**src/verilog/bus_iface_map.vh**
```
// constants for the processor bus interface block
`ifndef BUS_IFACE_MAP_VH
`define BUS_IFACE_MAP_VH
// apb register byte addresses
`define REG_CTRL 12'h000
`define REG_REQ 12'h004
`define REG_STAT 12'h008
`define REG_DATA 12'h00C
`define REG_VEC 12'h010
`define REG_PRIO 12'h014
// control register fields
`define CTRL_DYN 0
`define CTRL_LONG 1
`define CTRL_64K 2
`define CTRL_RST 16'h0000
// request register fields
`define REQ_ADDR_HI 15
`define REQ_KIND_LO 16
`define REQ_KIND_HI 18
`define REQ_FETCH 19
`define REQ_BYTE 20
`define REQ_STACK 21
// transaction kinds
`define K_READ 3'h0
`define K_WRITE 3'h1
`define K_PRIORITY_SAMPLE_CYCLE 3'h2
`define K_INTERRUPT_ACKNOWLEDGE 3'h3
`define K_NOP 3'h4
// vectors (octal values)
`define VEC_PF 16'o24
`define VEC_B7 16'o140
`define VEC_B6 16'o100
`define VEC_B5 16'o120
`define VEC_B4 16'o60
`define PSW_HALT 16'o340
`define RESTART_DEF 16'o172004
// phase codes
`define PH_IDLE 3'h0
`define PH_1 3'h1
`define PH_2 3'h2
`define PH_D 3'h3
`define PH_W 3'h4
`endif

```
**src/verilog/processor_bus_interface.v**
```verilog
// bus interface unit: transactions, interrupt decode and dma arbitration
//
// Added by the designer: the register offsets and the APB interface to the registers.
`timescale 1ns/1ps
`default_nettype none
`include "bus_iface_map.vh"
module processor_bus_interface (
   // clock and reset
   input wire clk,
   input wire rst,
   // apb slave
   input wire psel,
   input wire penable,
   input wire pwrite,
   input wire [11:0] paddr,
   input wire [31:0] pwdata,
   output reg [31:0] prdata,
   output wire pready,
   output wire pslverr,
   // data/address lines
   input wire [15:0] dataAddressIn,
   output reg [15:0] dataAddressOut,
   output wire dataAddressOe,
   // address-interrupt lines
   input wire [7:0] addressInterruptIn,
   output reg [7:0] addressInterruptOut,
   output wire [7:0] addressInterruptOe,
   output wire addressInterruptPullup,
   // strobes and controls
   output reg rowStrobe_n,
   output reg columnStrobe_n,
   output reg priorityInStrobe,
   output reg writeHighByte_n,
   output reg writeLowByte_n,
   output wire writeControlOe,
   output reg [1:0] cycleCode,
   input wire ready
);
   reg [15:0] ctrl;
   reg [31:0] req;
   reg busy;
   reg [2:0] phase;
   reg micro;
   reg [2:0] kind;
   reg [15:0] addr;
   reg [15:0] wdata;
   reg [15:0] rdata;
   reg pendWrite;
   reg granted;
   reg dmaSeen;
   reg [15:0] vector;
   reg [15:0] pc;
   reg [15:0] processor_status_word;
   reg [2:0] irqLevel;
   reg irqPend;
   reg haltPend;
   reg pfPend;
   reg extVec;
   reg [3:0] cpLatched;
   reg done;
   wire access;
   wire [2:0] reqKind;
   wire needD;
   wire sampleIrq;
   assign access = psel & penable;
   assign pready = 1'b1;
   assign pslverr = 1'b0;
   assign reqKind = req[`REQ_KIND_HI:`REQ_KIND_LO];
   // float the data, address-interrupt and write control lines while granted
   // address stands while the row strobe leads; reads release the lines for the data
   assign dataAddressOe = ~granted & busy & (kind == `K_WRITE | phase == `PH_2);
   assign addressInterruptOe = (~granted & busy & ctrl[`CTRL_DYN] & phase == `PH_2) ?
      8'hFF : 8'h00;
   assign addressInterruptPullup = granted;
   assign writeControlOe = ~granted;
   assign needD = ctrl[`CTRL_LONG] | granted | kind == `K_PRIORITY_SAMPLE_CYCLE | kind == `K_INTERRUPT_ACKNOWLEDGE;
   assign sampleIrq = kind == `K_READ | kind == `K_PRIORITY_SAMPLE_CYCLE;

   // vector base for a coded priority level
   function [15:0] codedVector;
      input [3:0] cp;
      begin
         case (cp[3:2])
            2'b00: codedVector = `VEC_B7 + {10'h000, cp[1:0], 2'b00};
            2'b01: codedVector = `VEC_B6 + {10'h000, cp[1:0], 2'b00};
            2'b10: codedVector = `VEC_B5 + {10'h000, cp[1:0], 2'b00};
            default: codedVector = `VEC_B4 + {10'h000, cp[1:0], 2'b00};
         endcase
      end
   endfunction

   // scrambled dynamic address: row then column
   function [7:0] dynAddr;
      input [15:0] a;
      input col;
      input big;
      input fetch;
      begin
         if (!col) begin
            dynAddr = {a[13], a[11], a[9], a[7], a[5], a[3], a[1], big ? a[15] : fetch};
         end else begin
            dynAddr = {big ? a[12] : a[14], a[12], a[10], a[8], a[6], a[4], a[2], a[14]};
         end
      end
   endfunction

   // apb control register write and register read mux
   always @(posedge clk or posedge rst) begin
      if (rst) begin
         ctrl <= `CTRL_RST;
         prdata <= 32'h00000000;
      end else begin
         if (access && pwrite && paddr == `REG_CTRL) begin
            ctrl <= pwdata[15:0];
         end
         if (psel && !penable && !pwrite) begin
            if (paddr == `REG_CTRL) begin
               prdata <= {16'h0000, ctrl};
            end else if (paddr == `REG_REQ) begin
               prdata <= req;
            end else if (paddr == `REG_STAT) begin
               prdata <= {19'h00000, irqPend, haltPend, pfPend, extVec, dmaSeen,
                  granted, pendWrite, busy, 1'b0, phase, done};
            end else if (paddr == `REG_DATA) begin
               prdata <= {16'h0000, rdata};
            end else if (paddr == `REG_VEC) begin
               prdata <= {pc, vector};
            end else if (paddr == `REG_PRIO) begin
               prdata <= {13'h0000, irqLevel, processor_status_word};
            end else begin
               prdata <= 32'h00000000;
            end
         end
      end
   end

   // transaction sequencer
   always @(posedge clk or posedge rst) begin
      if (rst) begin
         req <= 32'h00000000;
         busy <= 1'b0;
         phase <= `PH_IDLE;
         micro <= 1'b0;
         kind <= `K_NOP;
         addr <= 16'h0000;
         wdata <= 16'h0000;
         rdata <= 16'h0000;
         pendWrite <= 1'b0;
         granted <= 1'b0;
         dmaSeen <= 1'b0;
         vector <= 16'h0000;
         pc <= 16'h0000;
         processor_status_word <= 16'h0000;
         irqLevel <= 3'h0;
         irqPend <= 1'b0;
         haltPend <= 1'b0;
         pfPend <= 1'b0;
         extVec <= 1'b0;
         cpLatched <= 4'hF;
         done <= 1'b0;
         dataAddressOut <= 16'h0000;
         addressInterruptOut <= 8'h00;
         rowStrobe_n <= 1'b1;
         columnStrobe_n <= 1'b1;
         priorityInStrobe <= 1'b0;
         writeHighByte_n <= 1'b1;
         writeLowByte_n <= 1'b1;
         cycleCode <= 2'b00;
      end else begin
         if (access && pwrite && paddr == `REG_PRIO) begin
            processor_status_word <= pwdata[15:0];
         end
         if (access && pwrite && paddr == `REG_REQ && !busy) begin
            req <= pwdata;
            // a write without REQ_STACK set first runs the read
            pendWrite <= pwdata[`REQ_KIND_HI:`REQ_KIND_LO] == `K_WRITE &&
               !pwdata[`REQ_STACK];
            kind <= (pwdata[`REQ_KIND_HI:`REQ_KIND_LO] == `K_WRITE && !pwdata[`REQ_STACK]) ?
               `K_READ : pwdata[`REQ_KIND_HI:`REQ_KIND_LO];
            addr <= pwdata[`REQ_ADDR_HI:0];
            busy <= 1'b1;
            micro <= 1'b0;
            done <= 1'b0;
            phase <= `PH_1;
         end
         if (access && pwrite && paddr == `REG_DATA) begin
            wdata <= pwdata[15:0];
         end
         case (phase)
            `PH_1: begin
               dataAddressOut <= addr;
               addressInterruptOut <= dynAddr(addr, 1'b0, ctrl[`CTRL_64K], req[`REQ_FETCH]);
               rowStrobe_n <= 1'b0;
               cycleCode <= granted ? 2'b11 : (req[`REQ_FETCH] ? 2'b01 : 2'b00);
               phase <= `PH_2;
            end
            `PH_2: begin
               addressInterruptOut <= dynAddr(addr, 1'b1, ctrl[`CTRL_64K], req[`REQ_FETCH]);
               columnStrobe_n <= 1'b0;
               if (kind == `K_WRITE) begin
                  dataAddressOut <= wdata;
                  writeHighByte_n <= req[`REQ_BYTE] & ~addr[0];
                  writeLowByte_n <= addr[0];
               end
               priorityInStrobe <= 1'b1;
               phase <= needD ? `PH_D : `PH_W;
            end
            `PH_D: begin
               // acknowledge cycles wait on ready
               if (kind != `K_INTERRUPT_ACKNOWLEDGE || ready) begin
                  phase <= `PH_W;
               end
            end
            `PH_W: begin
               dmaSeen <= addressInterruptIn[0];
               if (granted && !addressInterruptIn[0]) begin
                  granted <= 1'b0;
               end
               if (!granted && sampleIrq) begin
                  haltPend <= ~addressInterruptIn[7];
                  pfPend <= ~addressInterruptIn[6];
                  extVec <= ~addressInterruptIn[5];
                  irqPend <= addressInterruptIn[4:1] != 4'hF;
                  irqLevel <= 3'h7 - {1'b0, addressInterruptIn[1], addressInterruptIn[2]};
                  cpLatched <= {addressInterruptIn[1], addressInterruptIn[2],
                     addressInterruptIn[3], addressInterruptIn[4]};
               end
               if (kind == `K_READ) begin
                  rdata <= dataAddressIn;
               end
               if (kind == `K_INTERRUPT_ACKNOWLEDGE) begin
                  vector <= dataAddressIn;
               end
               priorityInStrobe <= 1'b0;
               columnStrobe_n <= 1'b1;
               rowStrobe_n <= 1'b1;
               writeHighByte_n <= 1'b1;
               writeLowByte_n <= 1'b1;
               // a pending write runs as the second microcycle; dma grant cycles repeat while requested
               if (pendWrite && !micro) begin
                  kind <= `K_WRITE;
                  micro <= 1'b1;
                  pendWrite <= 1'b0;
                  phase <= `PH_1;
               end else if (!granted && addressInterruptIn[0]) begin
                  granted <= 1'b1;
                  phase <= `PH_1;
               end else if (granted && addressInterruptIn[0]) begin
                  phase <= `PH_1;
               end else begin
                  busy <= 1'b0;
                  done <= 1'b1;
                  cycleCode <= 2'b00;
                  phase <= `PH_IDLE;
               end
            end
            default: begin
               // boundary: resolve pending interrupt
               if (req[`REQ_FETCH] && done) begin
                  done <= 1'b0;
                  if (haltPend) begin
                     pc <= `RESTART_DEF;
                     processor_status_word <= `PSW_HALT;
                     haltPend <= 1'b0;
                  end else if (pfPend) begin
                     vector <= `VEC_PF;
                     pfPend <= 1'b0;
                  end else if (irqPend && irqLevel > processor_status_word[7:5]) begin
                     irqPend <= 1'b0;
                     if (!extVec) begin
                        vector <= codedVector(cpLatched);
                     end else begin
                        kind <= `K_INTERRUPT_ACKNOWLEDGE;
                        busy <= 1'b1;
                        phase <= `PH_1;
                     end
                  end
               end
            end
         endcase
      end
   end
endmodule
`default_nettype wire

```
**config.mk**
```make
export PLATFORM = sky130hd
export DESIGN_NAME = processor_bus_interface
export DESIGN_NICKNAME = d
export VERILOG_FILES = /design/src/verilog/processor_bus_interface.v
export VERILOG_INCLUDE_DIRS = /design/src /design/src/verilog
export SDC_FILE = /design/constraint.sdc
export NUM_CORES = 1
export LEC_CHECK = 0
export ABC_CLOCK_PERIOD_IN_PS = 8900
export BUFFER_PORTS_ARGS = -buffer_cell sky130_fd_sc_hd__clkbuf_2
export CAP_MARGIN = 20
export CORE_MARGIN = 1.5
export CORE_UTILIZATION = 53
export DETAILED_ROUTE_END_ITERATION = 10
export PLACE_DENSITY = 0.87
export SLEW_MARGIN = 25
export SYNTH_ARGS = -nofsm -noshare
export SYNTH_HDL_FRONTEND = slang
export SYNTH_SLANG_ARGS = --single-unit
export TNS_END_PERCENT = 1
```
**constraint.sdc**
```tcl
create_clock -name clk -period 8.9 [get_ports clk]
set_input_delay 2.67 -clock clk [delete_from_list [all_inputs] [get_ports clk]]
set_output_delay 2.67 -clock clk [all_outputs]
set_load 0.05 [all_outputs]
```
==> reports/results.md <==
| Metric | This run | Unit |
|:---|:---|:---|
| Result of the run | finished clean | - |
| Setup slack at placement | 3560 | ps |
| Type of the most critical hold path | reg2reg | - |
| Area growth syn-to-layout | 15.1 | % |
| Number of buffers inserted by hold repair at cts | 0 | - |
| Crit path kind | reg2out | - |
| Share of synthesized registers carrying an async set or reset | 100 | % |
| Number of enable-type register cells in the synthesized netlist | 0 | - |
| Maximum fanout encountered on the critical timing path | 10 | - |
| Syn. warnings | 0 | - |
| Internal Power | 1.40 | mW |
| Final antenna-violating net count | 0 | - |
| Number of endpoints with negative hold slack in the final report | 0 | - |
| Power density cells | 176 | nW/µm² |
| Dominant register cell in the synthesized netlist | dfrtp_1 | - |
| Gp weighted congestion | 0.931 | - |
| Post-cts sizing count | 0 | - |
| Number of CTS-inserted buffers | 17 | - |
| Sequential share of the synthesized area | 53.8 | % |
| Number of standard cells after synthesis | 952 | - |
| Yosys top cell by area | dfrtp_1 | - |
| Number of pins exceeding their max-slew limit in the final report | 0 | - |
| Synth Area per Inst | 9.74 | µm² |
| Count of unresolved DRC violations after routing | 0 | - |
| Clock-pin slew on the worst setup and hold paths | 70 | ps |
| Vias per std cell | 5.86 | - |
| Antenna diode count | 0 | - |
| Routed wire length | 25.1 | mm |
| Post-route minimum period | 5210 | ps |
| Number of input and output port buffers inserted | 147 | - |
| CTS tree | built | - |
| Number of max-capacitance violations reported | 0 | - |
| Number of standard-cell rows in the floorplan | 48 | - |
| Finished Layout Cells | 1290 | - |
| Crit path arrival time | 2540 | ps |
| Power share of the sequential group | 49.2 | % |
| Largest net degree at the start of global routing | 118 | - |
| Post-route cell area | 10700 | µm² |
| Proportion of netlist area held by the largest area contributor | 51.3 | % |
| Setup repair after global routing missed its margin | no | - |
| Post-CTS setup-driven buffer insertion count | 0 | - |
| Worst setup SP type | flip-flop | - |
| Max Root-Sink Buffers | 2 | - |
| TNS Setup | 0 | ps |
| Register bit count reported by yosys | 199 | - |
| Number of distinct library cells after synthesis | 55 | - |
| Combined area of all synthesized cells | 9270 | µm² |
| Number of antenna violations at the first check in global routing | 0 | - |
| Number of search-and-repair iterations in the first detailed-routing pass | 6 | - |
| Final setup vio count | 0 | - |
| Switching Power | 0.471 | mW |
| Fraction of final layout cells with drive strength greater than 1 | 25.4 | % |
| Die Height | 135 | µm |
| Global-route wire length before repair | 39.8 | mm |
| Synthesized net count | 1031 | - |
| Kind of end point of the critical path | output port | - |
| Dominant cells by area after synthesis | dfrtp_1, nand2_1, mux2_2 | - |
| Avg WL per Cell | 19.5 | µm |
| Core region area | 17200 | µm² |
| Die X-Extent | 135 | µm |
| Number of violations reported at the end of detailed-routing iteration 0 | 686 | - |
| Initial Util | 54.0 | % |
| Leakage dissipation | 5.15 | nW |
| Area post-placement | 10000 | µm² |
| Deepest level of the CTS H-tree | 4 | - |
| Overflow left after global routing | 0 | - |
| Half-perimeter wire length after detailed placement | 18.0 | mm |
| Slew headroom | 36.2 | % |
| Peak supply drop | 0.151 | mV |
| Number of clock sinks | 199 | - |
| Total Die Area | 18300 | µm² |
| Worst Slack Setup Final | 3690 | ps |
| Later-pin clock latency in the skew report | 450 | ps |
| All-Layer GR Usage | 28.6 | % |
| I/O pins | 150 | - |
| Gate power share | 7.6 | % |
| Fraction of power spent switching nets | 25.1 | % |
| Clk network pwr share | 43.2 | % |
| Number of nets in the finished design | 1132 | - |
| Peak clock frequency supported by timing | 0.192 | GHz |
| Required time at the endpoint of the critical path | 6230 | ps |
| Clock skew after layout | 10.8 | ps |
| Number of global-route vias before repair | 7147 | - |
| Number of placed instances with taps included | 1259 | - |
| CTS Root Buffer Type | clkbuf_16 | - |
| Pin slew with the least headroom to its limit | 954 | ps |
| Vias | 7557 | - |
| Share of the cycle needed by the critical path after routing | 58.5 | % |
[through the flow]
| stage | hold slack, ps | util, % | power [mW] |
|---|---|---|---|
| floorplan | 426 | - | 1.03 |
| global placement | 443 | 58.4 | 1.08 |
| CTS | 463 | 62.0 | 1.88 |
| global route | 478 | 62.1 | 1.93 |
| finish | 458 | 62.1 | 1.87 |
| detailed placement | 447 | 58.5 | 1.08 |
[path summary, 6_finish.rpt]
| check | slack (ps) | depth (start not counted) | end | start |
|---|---|---|---|---|
| setup / recovery | 3690 | 4 | addressInterruptOe[2] | phase[2]$_DFF_PP0_ |
| hold / removal | 460 | 2 | columnStrobe_n$_DFFE_PP1P_ | columnStrobe_n$_DFFE_PP1P_ |
| setup reg to reg | 6200 | 5 | vector[4]$_DFFE_PP0P_ | phase[2]$_DFF_PP0_ |
| hold reg to reg | 460 | 2 | columnStrobe_n$_DFFE_PP1P_ | columnStrobe_n$_DFFE_PP1P_ |
| max in group asynchronous | 5240 | 3 | dataAddressOut[8]$_DFFE_PP0P_ | rst |
| min in group asynchronous | 2350 | 2 | dataAddressOut[14]$_DFFE_PP0P_ | rst |
[area by class of cell]
| type | instances | area [µm²] |
|---|---|---|
| Clock buffer | 19 | 443 |
| Multi-Input combinational cell | 655 | 3890 |
| Sequential cell | 199 | 4990 |
| Timing Repair Buffer | 155 | 800 |
| Inverter | 25 | 101 |
| Fill cell | 1434 | 6510 |
| Tap cell | 225 | 282 |
| Clock inverter | 12 | 164 |
[cell families (layout without fill, tap and decap cells)]
logic type | Yosys count | count (layout) | synth area share [%]
simple gates | 396 | 396 | 19.1
fa+ha+maj | 5 | 5 | 0.675
compound gates | 176 | 176 | 12.5
mux | 76 | 76 | 8.95
other cells | 2 | 2 | 0.0810
buf+inv | 98 | 211 | 4.83
flops | 199 | 199 | 53.8
[cell usage in the layout (no fill, tap or decap), types with 4 or more instances in the layout]
cell type  count
mux2_2        45
a21oi_1       27
a22oi_1        4
a221oi_1      26
a211oi_1       5
mux2_1        10
ha_1           5
o221ai_1       5
nor3_1        33
o21ai_0       55
buf_4          7
or3_1          7
nand2b_1      20
mux2i_1       21
nand3_1       21
clkbuf_2     147
o211ai_1       4
nand2_1      232
dfstp_2        9
a21bo_2       11
nor2_1        47
a31oi_1       15
inv_1         24
dfrtp_1      190
o21ai_1        4
clkbuf_16     17
[cell usage after synthesis (4+ instances only)]
cell type  instances
a211oi_1           5
a21bo_2           11
a21oi_1           28
a221oi_1          26
a22oi_1            4
a31oi_1           15
buf_2              7
buf_4              9
buf_6              5
clkbuf_1          52
dfrtp_1          190
dfstp_2            9
ha_1               5
inv_1             25
mux2_1            10
mux2_2            45
mux2i_1           21
nand2_1          232
nand2b_1          20
nand3_1           21
nor2_1            48
nor3_1            33
nor3b_1            4
o211ai_1           4
o21ai_0           55
o21ai_1            4
o221ai_1           5
o31ai_1            4
or3_1              7
[power by group through the flow]
stage,clock network (mW),registers [mW],logic [mW]
4_1_cts,0.815,0.923,0.143
3_3_place_gp,0,0.939,0.140
5_1_grt,0.849,0.924,0.154
3_5_place_dp,0,0.940,0.142
2_1_floorplan,0,0.980,0.0484
6_report,0.809,0.923,0.143
[state kept, by name (all words and copies together), names as in the netlist, 2 cells and up]
register	count
processor_status_word	16
cycleCode	2
addressInterruptOut	8
ctrl	16
irqLevel	3
rdata	16
vector	16
kind	3
wdata	16
prdata	32
dataAddressOut	16
req	32
cpLatched	4
phase	3
[per-layer routing]
layer / track usage [%] / vias up / share of wire, %
met2: 42.7 / 379 / 46
met4: 12.7 / 0 / 3.7
met1: 40.7 / 3655 / 42
met5: 0 / - / 0
met3: 5.87 / 54 / 8.2
li1: - / 3469 / -
[critical path: stages (launching register included)]
cell	delay, ps
dfrtp_1	480
nand2b_1	220
or2_2	400
nor3_1	600
clkbuf_2	400
(Power assumes the default switching activity.)
